===== src/inc/cpu_decode_pkg.sv =====
// How it works
// - Opcode 00 is the one-byte supervisory call, 15 cycles.
// - Opcode 30 is the one-byte halt, 9 cycles.
// - Halt writes the system control register at user address FFh.
// - Interrupt acknowledge to vector table takes 13 cycles.
// - Instruction straddling a 128-byte flash page costs one extra cycle.
// - Instruction bytes come over a dedicated flash fetch bus.
// - Seven formats of one, two or three bytes, opcode first.
// - No-op only advances the program counter; supervisory call also pulses syscall_start.
// - Both pushes write RAM and bump the stack pointer.
// - Other one-byte instructions touch only core registers or SRAM.
// - Short jumps and calls carry a 12-bit two's-complement offset.
// - Source-immediate form is opcode then 8-bit constant into a core register.
// - Direct, indexed and indirect modes are opcode then 8-bit address.
// - Opcodes 3E and 3F are two-byte indirect post-increment moves, 10 cycles.
// - Opcode 3C compares RAM with constant, 8 cycles, sets zero and carry.
// - Opcodes 70-72 AND/OR/XOR the flags with a constant, 4 cycles.
// - Opcode 5F is a three-byte memory-to-memory move, 10 cycles.
// - Opcode 5D reads register space into the accumulator, 6 cycles.
package cpu_decode_pkg;
   localparam logic [7:0] OP_SUPERVISORY_CALL = 8'h00;
   localparam logic [7:0] OP_PUSH_A           = 8'h08;
   localparam logic [7:0] OP_PUSH_X           = 8'h10;
   localparam logic [7:0] OP_HALT             = 8'h30;
   localparam logic [7:0] OP_CMP_MEM_IMM      = 8'h3C;
   localparam logic [7:0] OP_MVI_LOAD         = 8'h3E;
   localparam logic [7:0] OP_MVI_STORE        = 8'h3F;
   localparam logic [7:0] OP_NOP              = 8'h40;
   localparam logic [7:0] OP_READ_REG         = 8'h5D;
   localparam logic [7:0] OP_MOVE_MEM_MEM     = 8'h5F;
   localparam logic [7:0] OP_FLAG_AND         = 8'h70;
   localparam logic [7:0] OP_FLAG_OR          = 8'h71;
   localparam logic [7:0] OP_FLAG_XOR         = 8'h72;
   localparam logic [7:0] OP_LONG_CALL        = 8'h7C;
   localparam logic [7:0] OP_LONG_JUMP        = 8'h7D;
   localparam logic [3:0] NIB_SHORT_JUMP      = 4'h8;
   localparam logic [3:0] NIB_SHORT_CALL      = 4'h9;
   localparam logic [4:0] CYC_SUPERVISORY     = 5'h0F;
   localparam logic [4:0] CYC_HALT            = 5'h09;
   localparam logic [4:0] CYC_INT_ACK         = 5'h0D;
   localparam logic [4:0] CYC_SHORT_CALL      = 5'h0B;
   localparam logic [4:0] CYC_MVI             = 5'h0A;
   localparam logic [4:0] CYC_CMP_MEM_IMM     = 5'h08;
   localparam logic [4:0] CYC_FLAG_OP         = 5'h04;
   localparam logic [4:0] CYC_MOVE_MEM_MEM    = 5'h0A;
   localparam logic [4:0] CYC_READ_REG        = 5'h06;
   localparam logic [4:0] CYC_DEFAULT         = 5'h06;
   localparam logic [4:0] CYC_HEAD            = 5'h03;
   localparam int         PAGE_BITS           = 7;
   localparam logic [7:0] SYS_CTRL_ADDR       = 8'hFF;
   localparam logic [7:0] SYS_CTRL_STOP       = 8'h01;
   localparam int         FLAG_CARRY          = 2;
   localparam int         FLAG_ZERO           = 1;
   localparam logic [15:0] RESET_PC           = 16'h0000;

   typedef enum logic [2:0] {
      FMT_ONE       = 3'b000,
      FMT_REL12     = 3'b001,
      FMT_IMM8      = 3'b010,
      FMT_ADDR8     = 3'b011,
      FMT_ABS16     = 3'b100,
      FMT_ADDR_IMM  = 3'b101,
      FMT_ADDR_ADDR = 3'b110
   } format_t;

   typedef enum logic [1:0] {
      EFF_NONE     = 2'b00,
      EFF_RAM      = 2'b01,
      EFF_USER_REG = 2'b10,
      EFF_CORE     = 2'b11
   } effect_t;

   typedef enum logic [2:0] {
      ST_FIRST  = 3'b000,
      ST_OPCODE = 3'b001,
      ST_EXEC   = 3'b010,
      ST_INT    = 3'b011,
      ST_HALT   = 3'b100
   } state_t;
endpackage


===== src/verilog/cpu_instruction_decode.sv =====
`timescale 1ns/10ps
module cpu_instruction_decode (
   input  wire logic                    clk,
   input  wire logic                    resetn,
   output logic                         fetch_req,
   output logic [15:0]                  fetch_addr,
   input  wire logic [7:0]              fetch_data,
   input  wire logic                    irq,
   input  wire logic                    gie,
   input  wire logic [15:0]             int_vector,
   input  wire logic                    pc_redirect,
   input  wire logic [15:0]             pc_redirect_addr,
   input  wire logic [7:0]              acc_in,
   input  wire logic [7:0]              x_in,
   input  wire logic [7:0]              sp_in,
   input  wire logic [7:0]              flags_in,
   output logic [7:0]                   ram_rd_addr,
   input  wire logic [7:0]              ram_rd_data,
   output logic [7:0]                   reg_rd_addr,
   input  wire logic [7:0]              reg_rd_data,
   output logic                         ram_wr,
   output logic [7:0]                   ram_wr_addr,
   output logic [7:0]                   ram_wr_data,
   output logic                         sp_inc,
   output logic                         sys_ctrl_wr,
   output logic [7:0]                   sys_ctrl_addr,
   output logic [7:0]                   sys_ctrl_data,
   output logic                         acc_wr,
   output logic [7:0]                   acc_data,
   output logic                         flags_wr,
   output logic [7:0]                   flags_data,
   output logic                         core_wr,
   output logic                         syscall_start,
   output logic                         int_ack,
   output logic                         instr_done,
   output logic [7:0]                   opcode,
   output logic [7:0]                   operand1,
   output logic [7:0]                   operand2,
   output logic [1:0]                   instr_len,
   output cpu_decode_pkg::format_t      instr_fmt,
   output cpu_decode_pkg::effect_t      instr_effect,
   output logic [15:0]                  prog_counter,
   output logic                         halted
);
   import cpu_decode_pkg::*;

   state_t      state;
   state_t      next_state;
   logic [4:0]  cnt;
   logic [4:0]  next_cnt;
   logic [1:0]  step;
   logic [1:0]  next_step;
   logic        redir;
   logic        next_redir;
   logic [15:0] redir_addr;
   logic [15:0] next_redir_addr;
   logic [15:0] next_pc;
   logic [7:0]  next_opcode;
   logic [7:0]  next_op1;
   logic [7:0]  next_op2;
   logic [1:0]  next_len;
   format_t     next_fmt;
   effect_t     next_effect;
   logic        next_ram_wr;
   logic [7:0]  next_ram_wr_addr;
   logic [7:0]  next_ram_wr_data;
   logic        next_sp_inc;
   logic        next_sys_ctrl_wr;
   logic [7:0]  next_sys_ctrl_data;
   logic        next_acc_wr;
   logic [7:0]  next_acc_data;
   logic        next_flags_wr;
   logic [7:0]  next_flags_data;
   logic        next_core_wr;
   logic        next_syscall;
   logic        next_int_ack;
   logic        next_done;
   logic        next_halted;

   logic [1:0]  tbl_len;
   logic [4:0]  tbl_cyc;
   format_t     tbl_fmt;
   effect_t     tbl_effect;
   logic [15:0] last_byte;
   logic        span;
   logic [11:0] rel_off;
   logic [15:0] rel_target;
   logic [7:0]  flag_res;

   opcode_table u_table (
      .opcode (fetch_data),
      .len    (tbl_len),
      .cycles (tbl_cyc),
      .fmt    (tbl_fmt),
      .effect (tbl_effect)
   );

   assign sys_ctrl_addr = SYS_CTRL_ADDR;
   assign ram_rd_addr   = (opcode == OP_MOVE_MEM_MEM) ? operand2 : operand1;
   assign reg_rd_addr   = operand1;

   // Last byte address decides whether the instruction crosses a flash page
   assign last_byte  = prog_counter + {14'h0000, tbl_len} - 16'h0001;
   assign span       = last_byte[15:PAGE_BITS] != prog_counter[15:PAGE_BITS];
   assign rel_off    = {opcode[3:0], operand1};
   assign rel_target = prog_counter + {{4{rel_off[11]}}, rel_off};

   always_comb begin
      case (opcode)
         OP_FLAG_AND: flag_res = flags_in & operand1;
         OP_FLAG_OR:  flag_res = flags_in | operand1;
         default:     flag_res = flags_in ^ operand1;
      endcase
   end

   always_comb begin
      next_state         = state;
      next_cnt           = cnt;
      next_step          = step;
      next_redir         = redir;
      next_redir_addr    = redir_addr;
      next_pc            = prog_counter;
      next_opcode        = opcode;
      next_op1           = operand1;
      next_op2           = operand2;
      next_len           = instr_len;
      next_fmt           = instr_fmt;
      next_effect        = instr_effect;
      next_ram_wr        = 1'b0;
      next_ram_wr_addr   = ram_wr_addr;
      next_ram_wr_data   = ram_wr_data;
      next_sp_inc        = 1'b0;
      next_sys_ctrl_wr   = 1'b0;
      next_sys_ctrl_data = sys_ctrl_data;
      next_acc_wr        = 1'b0;
      next_acc_data      = acc_data;
      next_flags_wr      = 1'b0;
      next_flags_data    = flags_data;
      next_core_wr       = 1'b0;
      next_syscall       = 1'b0;
      next_int_ack       = 1'b0;
      next_done          = 1'b0;
      next_halted        = halted;
      fetch_req          = 1'b0;
      fetch_addr         = prog_counter;
      case (state)
         ST_FIRST: begin
            fetch_req  = 1'b1;
            next_state = ST_OPCODE;
         end
         ST_OPCODE: begin
            next_opcode = fetch_data;
            next_len    = tbl_len;
            next_fmt    = tbl_fmt;
            next_effect = tbl_effect;
            next_op1    = 8'h00;
            next_op2    = 8'h00;
            next_step   = 2'd0;
            next_redir  = 1'b0;
            next_cnt    = tbl_cyc + {4'h0, span} - CYC_HEAD;
            fetch_req   = tbl_len != 2'd1;
            fetch_addr  = prog_counter + 16'h0001;
            next_state  = ST_EXEC;
         end
         ST_EXEC: begin
            if (step == 2'd0) begin
               if (instr_len != 2'd1) begin
                  next_op1 = fetch_data;
               end
               fetch_req  = instr_len == 2'd3;
               fetch_addr = prog_counter + 16'h0002;
               next_step  = 2'd1;
            end else if (step == 2'd1) begin
               if (instr_len == 2'd3) begin
                  next_op2 = fetch_data;
               end
               next_step = 2'd2;
            end
            if (pc_redirect) begin
               next_redir      = 1'b1;
               next_redir_addr = pc_redirect_addr;
            end
            if (cnt != 5'h00) begin
               next_cnt = cnt - 5'h01;
            end else begin
               next_done = 1'b1;
               next_pc   = prog_counter + {14'h0000, instr_len};
               if (opcode[7:4] == NIB_SHORT_JUMP || opcode[7:4] == NIB_SHORT_CALL) begin
                  next_pc = rel_target;
               end else if (opcode == OP_LONG_CALL || opcode == OP_LONG_JUMP) begin
                  next_pc = {operand1, operand2};
               end
               if (redir) begin
                  next_pc = redir_addr;
               end
               case (opcode)
                  OP_SUPERVISORY_CALL: next_syscall = 1'b1;
                  OP_NOP: next_syscall = 1'b0;
                  OP_PUSH_A, OP_PUSH_X: begin
                     next_ram_wr      = 1'b1;
                     next_ram_wr_addr = sp_in;
                     next_ram_wr_data = (opcode == OP_PUSH_A) ? acc_in : x_in;
                     next_sp_inc      = 1'b1;
                  end
                  OP_HALT: begin
                     next_sys_ctrl_wr   = 1'b1;
                     next_sys_ctrl_data = SYS_CTRL_STOP;
                  end
                  OP_CMP_MEM_IMM: begin
                     next_flags_wr                = 1'b1;
                     next_flags_data              = flags_in;
                     next_flags_data[FLAG_ZERO]   = ram_rd_data == operand2;
                     next_flags_data[FLAG_CARRY]  = ram_rd_data < operand2;
                  end
                  OP_FLAG_AND, OP_FLAG_OR, OP_FLAG_XOR: begin
                     next_flags_wr   = 1'b1;
                     next_flags_data = flag_res;
                  end
                  OP_MOVE_MEM_MEM: begin
                     next_ram_wr      = 1'b1;
                     next_ram_wr_addr = operand1;
                     next_ram_wr_data = ram_rd_data;
                  end
                  OP_READ_REG: begin
                     next_acc_wr                = 1'b1;
                     next_acc_data              = reg_rd_data;
                     next_flags_wr              = 1'b1;
                     next_flags_data            = flags_in;
                     next_flags_data[FLAG_ZERO] = reg_rd_data == 8'h00;
                  end
                  default: begin
                     next_core_wr = instr_effect == EFF_CORE;
                     next_ram_wr  = instr_effect == EFF_RAM;
                  end
               endcase
               if (opcode == OP_HALT) begin
                  next_state  = ST_HALT;
                  next_halted = 1'b1;
               end else if (irq && gie) begin
                  next_cnt   = CYC_INT_ACK - 5'h01;
                  next_state = ST_INT;
               end else begin
                  next_state = ST_FIRST;
               end
            end
         end
         ST_INT: begin
            if (cnt != 5'h00) begin
               next_cnt = cnt - 5'h01;
            end else begin
               next_pc      = int_vector;
               next_int_ack = 1'b1;
               next_state   = ST_FIRST;
            end
         end
         ST_HALT: next_halted = 1'b1;
         default: next_state = ST_FIRST;
      endcase
   end

   always_ff @(posedge clk) begin
      if (!resetn) begin
         state         <= ST_FIRST;
         cnt           <= 5'h00;
         step          <= 2'd0;
         redir         <= 1'b0;
         redir_addr    <= 16'h0000;
         prog_counter  <= RESET_PC;
         opcode        <= 8'h00;
         operand1      <= 8'h00;
         operand2      <= 8'h00;
         instr_len     <= 2'd1;
         instr_fmt     <= FMT_ONE;
         instr_effect  <= EFF_NONE;
         ram_wr        <= 1'b0;
         ram_wr_addr   <= 8'h00;
         ram_wr_data   <= 8'h00;
         sp_inc        <= 1'b0;
         sys_ctrl_wr   <= 1'b0;
         sys_ctrl_data <= 8'h00;
         acc_wr        <= 1'b0;
         acc_data      <= 8'h00;
         flags_wr      <= 1'b0;
         flags_data    <= 8'h00;
         core_wr       <= 1'b0;
         syscall_start <= 1'b0;
         int_ack       <= 1'b0;
         instr_done    <= 1'b0;
         halted        <= 1'b0;
      end else begin
         state         <= next_state;
         cnt           <= next_cnt;
         step          <= next_step;
         redir         <= next_redir;
         redir_addr    <= next_redir_addr;
         prog_counter  <= next_pc;
         opcode        <= next_opcode;
         operand1      <= next_op1;
         operand2      <= next_op2;
         instr_len     <= next_len;
         instr_fmt     <= next_fmt;
         instr_effect  <= next_effect;
         ram_wr        <= next_ram_wr;
         ram_wr_addr   <= next_ram_wr_addr;
         ram_wr_data   <= next_ram_wr_data;
         sp_inc        <= next_sp_inc;
         sys_ctrl_wr   <= next_sys_ctrl_wr;
         sys_ctrl_data <= next_sys_ctrl_data;
         acc_wr        <= next_acc_wr;
         acc_data      <= next_acc_data;
         flags_wr      <= next_flags_wr;
         flags_data    <= next_flags_data;
         core_wr       <= next_core_wr;
         syscall_start <= next_syscall;
         int_ack       <= next_int_ack;
         instr_done    <= next_done;
         halted        <= next_halted;
      end
   end
endmodule


===== src/verilog/opcode_table.sv =====
`timescale 1ns/10ps
module opcode_table (
   input  wire logic [7:0]              opcode,
   output logic [1:0]                   len,
   output logic [4:0]                   cycles,
   output cpu_decode_pkg::format_t      fmt,
   output cpu_decode_pkg::effect_t      effect
);
   import cpu_decode_pkg::*;

   always_comb begin
      len    = 2'd2;
      cycles = CYC_DEFAULT;
      fmt    = FMT_ADDR8;
      effect = EFF_CORE;
      case (opcode)
         OP_SUPERVISORY_CALL: begin
            len = 2'd1; cycles = CYC_SUPERVISORY; fmt = FMT_ONE; effect = EFF_NONE;
         end
         OP_NOP: begin
            len = 2'd1; cycles = 5'h04; fmt = FMT_ONE; effect = EFF_NONE;
         end
         OP_PUSH_A, OP_PUSH_X: begin
            len = 2'd1; cycles = 5'h04; fmt = FMT_ONE; effect = EFF_RAM;
         end
         OP_HALT: begin
            len = 2'd1; cycles = CYC_HALT; fmt = FMT_ONE; effect = EFF_USER_REG;
         end
         8'h18, 8'h20, 8'h4B, 8'h4E: begin
            len = 2'd1; cycles = 5'h05; fmt = FMT_ONE;
         end
         8'h28: begin
            len = 2'd1; cycles = 5'h0B; fmt = FMT_ONE;
         end
         8'h64, 8'h67, 8'h6D, 8'h73, 8'h74, 8'h75, 8'h78, 8'h79,
         8'h4F, 8'h5B, 8'h5C: begin
            len = 2'd1; cycles = 5'h04; fmt = FMT_ONE;
         end
         8'h7E: begin len = 2'd1; cycles = 5'h0A; fmt = FMT_ONE; end
         8'h7F: begin len = 2'd1; cycles = 5'h08; fmt = FMT_ONE; end
         OP_MVI_LOAD:  cycles = CYC_MVI;
         OP_MVI_STORE: begin cycles = CYC_MVI; effect = EFF_RAM; end
         OP_CMP_MEM_IMM: begin
            len = 2'd3; cycles = CYC_CMP_MEM_IMM; fmt = FMT_ADDR_IMM;
         end
         OP_MOVE_MEM_MEM: begin
            len = 2'd3; cycles = CYC_MOVE_MEM_MEM; fmt = FMT_ADDR_ADDR; effect = EFF_RAM;
         end
         OP_READ_REG: cycles = CYC_READ_REG;
         OP_FLAG_AND, OP_FLAG_OR, OP_FLAG_XOR: begin
            cycles = CYC_FLAG_OP; fmt = FMT_IMM8;
         end
         8'h38, 8'h39, 8'h50, 8'h57: begin
            cycles = (opcode == 8'h38) ? 5'h05 : (opcode == 8'h39) ? 5'h05 : 5'h04;
            fmt    = FMT_IMM8;
         end
         OP_LONG_CALL: begin len = 2'd3; cycles = 5'h0D; fmt = FMT_ABS16; end
         OP_LONG_JUMP: begin len = 2'd3; cycles = 5'h07; fmt = FMT_ABS16; end
         default: begin
            if (opcode[7]) begin
               fmt    = FMT_REL12;
               cycles = (opcode[7:4] == NIB_SHORT_CALL) ? CYC_SHORT_CALL :
                        (opcode[7:4] == 4'hE) ? 5'h07 :
                        (opcode[7:4] == 4'hF) ? 5'h0D : 5'h05;
            end else if (opcode < 8'h38) begin
               case (opcode[2:0])
                  3'd1: begin cycles = 5'h04; fmt = FMT_IMM8; end
                  3'd2: cycles = 5'h06;
                  3'd3: cycles = 5'h07;
                  3'd4: begin cycles = 5'h07; effect = EFF_RAM; end
                  3'd5: begin cycles = 5'h08; effect = EFF_RAM; end
                  3'd6: begin
                     len = 2'd3; cycles = 5'h09; fmt = FMT_ADDR_IMM; effect = EFF_RAM;
                  end
                  3'd7: begin
                     len = 2'd3; cycles = 5'h0A; fmt = FMT_ADDR_IMM; effect = EFF_RAM;
                  end
                  default: cycles = CYC_DEFAULT;
               endcase
            end
         end
      endcase
   end
endmodule

===== config.mk =====
export PLATFORM = sky130hd
export DESIGN_NAME = cpu_instruction_decode
export DESIGN_NICKNAME = d
export VERILOG_FILES = /design/src/inc/cpu_decode_pkg.sv /design/src/verilog/cpu_instruction_decode.sv /design/src/verilog/opcode_table.sv
export SDC_FILE = /design/constraint.sdc
export NUM_CORES = 1
export LEC_CHECK = 0
export BUFFER_PORTS_ARGS = -buffer_cell sky130_fd_sc_hd__buf_2
export CORE_AREA = 2 2 227 140
export CTS_CLUSTER_DIAMETER = 30
export DETAILED_ROUTE_END_ITERATION = 10
export DIE_AREA = 0 0 229 142
export SLEW_MARGIN = 20
export SYNTH_ARGS = -nofsm -noshare
export SYNTH_HDL_FRONTEND = slang
export SYNTH_SLANG_ARGS = --single-unit

===== constraint.sdc =====
create_clock -name clk -period 12 [get_ports clk]
set_input_delay 1.2 -clock clk [delete_from_list [all_inputs] [get_ports clk]]
set_output_delay 1.2 -clock clk [all_outputs]
set_load 0.01 [all_outputs]

Yosys cells after proc, flatten, opt, wreduce, memory -nomap -nowiden:

Cells that the tools add are included.

* bitwise operators: 7
* $mul: 0
* muxes and demuxes: 69
* add/sub/neg operators: 9
* order comparisons: 2
* reduce and logical (&&, ||, !) cells: 54
* shift operators: 0
* equality and inequality tests: 84
* divide/modulo/power cells: 0

Operators with widths (count)
* $eq 8x7->1 const B: 33
* $mux 16: 6
* $eq 8x6->1 const B: 10
* $pmux 8 s2: 5
* $pmux 16 s2: 2
* $mux 8: 7
* $pmux 5 s11: 1
* $mux 5: 9
* $add 16x2->16: 2
* $reduce_or 30->1: 1
* $eq 8x5->1 const B: 3
* $logic_not 8->1: 3
* $pmux 8 s3: 1
* $reduce_and 3->1: 8
* $reduce_or 4->1: 6
* $reduce_or 23->1: 1
* $eq 4x4->1 const B: 5
* $ne 2x2->1 const B: 10
* $pmux 4 s5: 1
* $pmux 3 s6: 1
* $reduce_or 17->1: 1
* $add 16x1->16 const B: 1
* $add 16x16->16: 1
* $add 16x2->16 const B: 1
* 48 further kinds: 106

* memory bits (writable): 0
* output and inout port bits: 138
* bits in latches: 0
* bits of input ports: 93
* memories kept: 0
* logic and storage cells: 252
* register bits after elaboration: 117
* ROM bits: 0

Longest topological paths before layout:

Gate-level depths: netlist (run 1).

* word-level depth: 12
* depth in mapped cells: 23
* mapped depth without buffers: 22

Hierarchy:

Synthesis (run 1) repeated with hierarchy kept, for this count alone.

* cell total of the unflattened synthesis: 1258
* area total of the unflattened synthesis: 9584.2 um^2

Modules (own cells, without submodules)
* cpu_instruction_decode: sequential area each 2342.2 um^2, area an instance 8655.8 um^2, cells each 1128, instances 1
* opcode_table: sequential area each 0.0 um^2, area an instance 928.4 um^2, cells each 130, instances 1

Worst setup path after synthesis (run 1):

OpenSTA, ideal clock, no wires.

* path type: in2reg
* start: in fetch_data[2]
* end: reg cnt[2]
* path slack: 6.616 ns
* library setup time: 0.095 ns
* data required time: 11.905 ns
* cell stages on the path: 21
* data arrival time: 5.288 ns
* cell sequence: buf_6 > or4b_4 > a2111oi_4 > nor3_2 > a21oi_2 > inv_1 > ha_1 > or4_1 > o21bai_2 > o21a_1 > nor3_4 > a21oi_2 > a2111oi_2 > o211ai_1 > nor4_1 > ha_1 > inv_1 > ha_1 > xor2_1 > o21ai_0 > a221oi_1

* cells in the longest elaborated chain, start to end: 12
* elaborated cells on any way between the ends: 70
* classes of those cells: 4 x add/sub; 1 x order compare; 43 x eq/ne; 11 x mux; 11 x reduce/logical

RTL lines
* start, declared: RTL line cpu_instruction_decode.sv:7 `input wire logic [7:0] fetch_data,`
* parallel branches: the longest is 9 deep, another holds $add 16x2->16
* $add 5x1->5 (*): RTL line cpu_instruction_decode.sv:160 `next_cnt = tbl_cyc + {4'h0, span} - CYC_HEAD;`
* $sub 5x2->5 (*): RTL line cpu_instruction_decode.sv:160
* $pmux 5 s3 (*): RTL line cpu_instruction_decode.sv:146 `case (state)`
* end signal, assigned: RTL line cpu_instruction_decode.sv:292 `cnt <= next_cnt;`
* end, declared: RTL line cpu_instruction_decode.sv:49 `logic [4:0] cnt;`

Every way passes the cells marked *.
A chain may end at the register's enable or synchronous reset.

Worst setup path in the final report (run 1):

* start: in fetch_data[0]
* end: reg cnt[2]

Same word-level chain as after synthesis.

==> results_dict.tcl, run 1 <==
set metrics [dict create \
    crit_required_ns 12.33 \
    path_clk_slew_ns 0.06 \
    finalHoldViolations 0 \
    yosysWarnings 0 \
    cts.sinks 117 \
    critPathCaptureType "flop" \
    synth_area_leader_cell "dfxtp_1" \
    overflow 0 \
    seq_area_frac_synth_pct 26.1 \
    r2r_end "cnt[2]" \
    grt_pass1_wl_um 54900 \
    yosysMostFrequentCell "nand2_1" \
    p_clk_share_pct 25.4 \
    htreeDepth 4 \
    fp.dieW_um 229 \
    first_pass_iters 5 \
    ios 231 \
    maxCapViolations 0 \
    hp-start "cnt[4]" \
    ys_types 75 \
    ys_top_cells_by_count "nand2_1 (180), a21oi_1 (121), nor2_1 (121), dfxtp_1 (117), ha_1 (71)" \
    grt_usage_pct 22.3 \
    die_h_um 142 \
    min_path_cells 2 \
    num_rows 50 \
    status "finished clean" \
    critPathKind "in2reg" \
    cts_hold_buf 0 \
    synth_edf_count 0 \
    wl_per_cell_um 20.2 \
    total_power_mw 2.04 \
    rsz0062_at_grt "no" \
    post-place-ws_ns 5.70 \
    cp-start-kind "primary input" \
    synthFlopType "dfxtp_1" \
    tns_ns 0 \
    insertion_delay_ns 0.44 \
    tightest_slew_ns 1.14 \
    synthesis.area_sq_um 8980 \
    drv_slew 0 \
    area_growth_syn_to_layout_pct 20.6 \
    die_area_sq_um 32500 \
    core_area_sq_um 30500 \
    drive_above_1_share_pct 20.1 \
    ff2ff_path_depth 16 \
    grt_pass1_vias 8823 \
    swShare_pct 44.6 \
    syn_area_per_cell_sq_um 7.33 \
    finalCritPeriodShare_pct 49.6 \
    p_per_area_nw_per_um2 188 \
    cts_tree "done" \
    timing.fmax_mhz 168 \
    post_cts_buffers 0 \
    cts_made_buffers 17 \
    nets 1554 \
    p_comb_share_pct 47.8 \
    routed_wl_um 36700 \
    setup_slack_ns 6.05 \
    clock_skew_ns 0.0184 \
    dp_hpwl_um 27400 \
    avgViaCountPerCell 5.27 \
    yosysTopAreaCellShare_pct 26.1 \
    grt_max_degree 70 \
    synth_cells 1226 \
    r2r-start "prog_counter[2]" \
    drtIter0Drc 908 \
    hold_class "reg2reg" \
    initial_core_util_pct 29.4 \
    power_switching_uw 909 \
    ant_nets 0 \
    place_congestion 0.936 \
    vias 9589 \
    synthArstFlopShare_pct 0 \
    r2r_slack_ns 7.72 \
    finalSetupViolCount 0 \
    cp.arrival_ns 6.28 \
    p_int_mw 1.13 \
    synth_seq_cells 117 \
    final_util_pct 35.5 \
    power.share.sequential_pct 26.7 \
    period_needed_ns 5.95 \
    cts-root-buf "clkbuf_16" \
    cts_resized 0 \
    hold_end "cnt[4]" \
    drc_errors 0 \
    synthTopCellsByArea "dfxtp_1 (26%), ha_1 (9.9%), nand2_1 (7.5%), a21oi_1 (6.7%), nor2_1 (5.1%)" \
    ir_worst_vdd_mv 0.109 \
    power.leakage_nw 4.69 \
    portBuffers 215 \
    clk_path_buf_depth 2 \
    antenna_found_initial 0 \
    crit_fanout 21 \
    slew_headroom_pct 23.6 \
]
[per-layer routing]
metal / vias up / routed length, um / track usage, % / part of all wire [%]
li1: 4617 / - / - / -
met1: 4513 / 18100 / 33.1 / 49
met2: 440 / 14900 / 32.1 / 41
met3: 19 / 3390 / 6.33 / 9.2
met4: 0 / 291 / 3.83 / 0.79
met5: - / 0 / 0 / 0
[worst max path at each step]
stage / from / end / slack (ns)
2_1_floorplan: fetch_data[2] / cnt[2] / 6.62
3_3_place_gp: fetch_data[3] / cnt[2] / 5.81
3_5_place_dp: fetch_data[3] / cnt[2] / 5.70
4_1_cts: fetch_data[3] / cnt[2] / 6.16
5_1_grt: fetch_data[1] / cnt[2] / 5.61
6_report: fetch_data[0] / cnt[2] / 6.05
[registers in the layout (all words and copies together), names as in the netlist, 2 cells and up]
signal	count
operand1	8
step	2
opcode	8
ram_wr_addr	8
cnt	5
prog_counter	16
instr_fmt	3
state	3
ram_wr_data	8
flags_data	8
instr_effect	2
instr_len	2
operand2	8
redir_addr	16
acc_data	8
[cell families after synthesis]
group	count (synthesis)	share of synthesized area [%]
AO/OA/AOI/OAI	328	23.5
XOR/XNOR	51	4.97
adder cells (fa/ha/maj)	73	10.3
buffers and inverters	157	7.74
flip-flops	117	26.1
multiplexers	26	2.93
other	2	0.0836
AND/OR/NAND/NOR	472	24.4
[cell usage in the layout (no fill, tap or decap), types with 7 or more instances in the layout]
cell type	n
clkbuf_16	17
nand2b_1	23
nor2b_1	17
nor4_1	13
a311oi_1	13
o2111ai_1	8
a21oi_1	121
nand2_1	180
nor3b_1	7
nor2_1	120
mux2i_1	24
a211oi_1	17
xnor2_1	42
ha_1	71
and2_1	9
inv_1	59
dfxtp_1	117
o211ai_1	34
buf_4	11
o22ai_1	11
conb_1	15
buf_2	215
a31oi_1	9
o21ai_0	54
nor3_1	26
o21a_1	7
a221oi_1	7
xor2_1	9
nand3_1	35
[critical path, cell delays in order]
cell	delay, ns
buf_2	0.24
nor4_1	0.51
nand2b_1	0.20
o2bb2ai_1	0.27
nor4_1	0.15
a21oi_2	0.26
inv_1	0.07
ha_1	0.18
or4_1	0.58
o21bai_2	0.24
o21a_1	0.21
nor3_4	0.22
a21oi_2	0.05
a2111oi_2	0.29
o211ai_1	0.15
nor4_1	0.46
ha_1	0.23
inv_1	0.06
ha_1	0.18
xor2_1	0.14
o21ai_0	0.08
a221oi_1	0.28
[area by class of cell]
| cell class | instances | area, sq um |
|---|---|---|
| Fill cell | 3354 | 19700 |
| Multi-Input combinational cell | 965 | 6000 |
| Sequential cell | 117 | 2340 |
| Timing Repair Buffer | 226 | 1160 |
| Tap cell | 416 | 520 |
| Clock buffer | 20 | 457 |
| Inverter | 61 | 230 |
| Clock inverter | 12 | 129 |
| Antenna cell | 1 | 2.50 |
[power by group through the flow]
| stage | Combinational (mW) | Clock (mW) | Sequential [mW] |
|---|---|---|---|
| finish | 0.976 | 0.519 | 0.546 |
| global route | 1.08 | 0.551 | 0.555 |
| CTS | 0.962 | 0.533 | 0.543 |
| detailed placement | 0.956 | 0 | 0.551 |
| global placement | 0.951 | 0 | 0.550 |
| floorplan | 0.678 | 0 | 0.525 |
[through the flow]
step           cell area (sq um)  hold WS [ns]  instances
2_1_floorplan               9030         0.421       1239
3_3_place_gp               10200         0.429       1785
3_5_place_dp               10200         0.441       1785
4_1_cts                    10800         0.449       1817
5_1_grt                    10800         0.474       1817
6_report                   10800         0.450       1818
(Power assumes the default switching activity.)
==> inputs of run 2 (changes only) <==
==> constraint.sdc (replaced) <==
create_clock -name clk -period 5.55 [get_ports clk]
set_input_delay 0.555 -clock clk [delete_from_list [all_inputs] [get_ports clk]]
set_output_delay 0.555 -clock clk [all_outputs]
set_load 0.01 [all_outputs]
==> run 2 against run 1 <==
  * Register-to-register slack got worse by 6.3 ns
  * Sequential share of layout area down 0.19 points
  * Total power up 120%
  * Critical endpoint unchanged
  * Worst hold slack got worse by 0.10 ns
  * Flip-flop and latch count unchanged
  * Critical path depth unchanged
  * Largest cell class unchanged
  * Via count fell by 0.26%
  * Sequential power increased by 120%
  * Worst setup slack lost 5.4 ns
==> results_dict.tcl, run 2 (synthesis results as in run 1) <==
set metrics [dict create \
    status "finished clean" \
    initial_core_util_pct 29.4 \
    largestRegisters "prog_counter: 16 flops, redir_addr: 16 flops" \
    finalHoldViolations 0 \
    clk_path_buf_depth 2 \
    cts.sinks 117 \
    grt_pass1_vias 8779 \
    finalSetupViolCount 0 \
    first_pass_iters 5 \
    ant_nets 0 \
    cp.arrival_ns 5.25 \
    fillers 3321 \
    vias 9564 \
    final_common_cell "buf_2" \
    route.met3.wl_um 3460 \
    register_area_sq_um 2340 \
    area_growth_syn_to_layout_pct 21.7 \
    grt_pass1_wl_um 55500 \
    num_rows 50 \
    wl_per_cell_um 20.3 \
    overflow 0 \
    crit_required_ns 5.87 \
    max_stage_delay_ns 0.58 \
    cts_hold_buf 0 \
    grt_usage_pct 22.6 \
    period_needed_ns 4.93 \
    n_antenna_cell 0 \
    post-place-ws_ns 0.104 \
    maxCapViolations 0 \
    cp-start-kind "primary input" \
    slowest_stage "or4b_4" \
    core_area_sq_um 30500 \
    placed_area_sq_um 10300 \
    tightest_slew_ns 1.08 \
    routed_wl_um 37000 \
    power.leakage_nw 4.74 \
    die_h_um 142 \
    crit_path_frequent_cell "ha_1" \
    cts_tree "done" \
    wl_met1_um 18500 \
    drc_errors 0 \
    slew_headroom_pct 27.7 \
    multiInputGateArea_sq_um 6000 \
    insertion_delay_ns 0.44 \
    fp.dieW_um 229 \
    critPathKind "in2reg" \
    path_cells "buf_2, or4b_4, a2111oi_4, nor3_2, a21oi_2, inv_1, ha_1, or4_1, o211ai_1, nor2_1, o21a_1, o21ai_0, a21oi_1, nor3_1, o211ai_1, nor4_1, ha_1, inv_1, ha_1, xor2_1, o21ai_0, a221oi_1" \
    cts-root-buf "clkbuf_16" \
    timing.fmax_mhz 203 \
    wl_met2_um 14800 \
    p_per_area_nw_per_um2 409 \
    finalCritPeriodShare_pct 88.8 \
    rsz0062_at_grt "no" \
    place_congestion 0.920 \
    avgViaCountPerCell 5.24 \
    cts_made_buffers 17 \
    clock_skew_ns 0.0126 \
    ir_worst_vdd_mv 0.255 \
    post_cts_buffers 0 \
    crit_fanout 14 \
    drtIter0Drc 862 \
    final_util_pct 35.8 \
    die_area_sq_um 32500 \
    grt_max_degree 51 \
    drive_above_1_share_pct 20.7 \
    path_clk_slew_ns 0.06 \
    drv_slew 0 \
    ios 231 \
    dp_hpwl_um 27700 \
    tns_ns 0 \
    portBuffers 215 \
    design_area_sq_um 10900 \
    hold_ws_ns 0.350 \
    hold_class "in2reg" \
    htreeDepth 4 \
    antenna_found_initial 0 \
    critPathCaptureType "flop" \
    top_layer "met4" \
    cts_resized 0 \
    setup_slack_ns 0.623 \
    layout_common_cells "buf_2 (215), nand2_1 (180), a21oi_1 (121)" \
    nets 1564 \
]
run 2: changes by cell type in the layout (fill, tap and decap cells not counted):
cell	before	now
bufinv_16	2	3
clkbuf_8	2	0
clkbuf_1	1	0
nor4_2	0	1
clkinv_4	2	5
nor4_1	13	12
diode_2	1	0
buf_4	11	21
inv_6	1	2
clkinv_2	5	2
run 2: power breakdown:
| group | switching, mW | total (mW) | internal [mW] | leakage, nW |
|---|---|---|---|---|
| clock | 0.457 | 1.16 | 0.707 | 0.286 |
| combinational | 1.30 | 2.11 | 0.814 | 3.50 |
| sequential | 0.234 | 1.19 | 0.954 | 0.949 |
run 2: area by class of cell:
type | count | share of cell area, %
Inverter | 61 | 2.11
Timing Repair Buffer | 236 | 11.3
Clock buffer | 17 | 3.89
Multi-Input combinational cell | 965 | 54.9
Clock inverter | 14 | 1.64
Tap cell | 416 | 4.76
Sequential cell | 117 | 21.4
run 2: worst paths after layout:
path	startpoint	cells past startpoint	endpoint	slack, ns
max	fetch_data[2]	22	cnt[2]	0.62
min	pc_redirect_addr[1]	3	redir_addr[1]	0.35
max reg2reg	prog_counter[2]	17	cnt[2]	1.43
min reg2reg	cnt[4]	2	cnt[4]	0.45
run 2: metal layers:
metal  global-route usage (%)  vias to the layer above
li1                         -                     4640
met1                     34.3                     4488
met2                     31.4                      412
met3                     6.49                       24
met4                     4.00                        0
met5                        0                        -
run 2: critical path: cells and delay by family:
family / cells / cell delay (ns)
buffers and inverters: 3 / 0.31
adders and majority gates: 3 / 0.58
xor gates and xnor gates: 1 / 0.14
AOI/OAI and AO/OA: 9 / 1.58
and+or+nand+nor: 6 / 2.06
run 2: stage by stage:
step / total power [mW] / std cells
2_1_floorplan: 2.60 / 1239
3_3_place_gp: 3.26 / 1795
3_5_place_dp: 3.27 / 1795
4_1_cts: 4.46 / 1826
5_1_grt: 4.77 / 1826
6_report: 4.47 / 1826
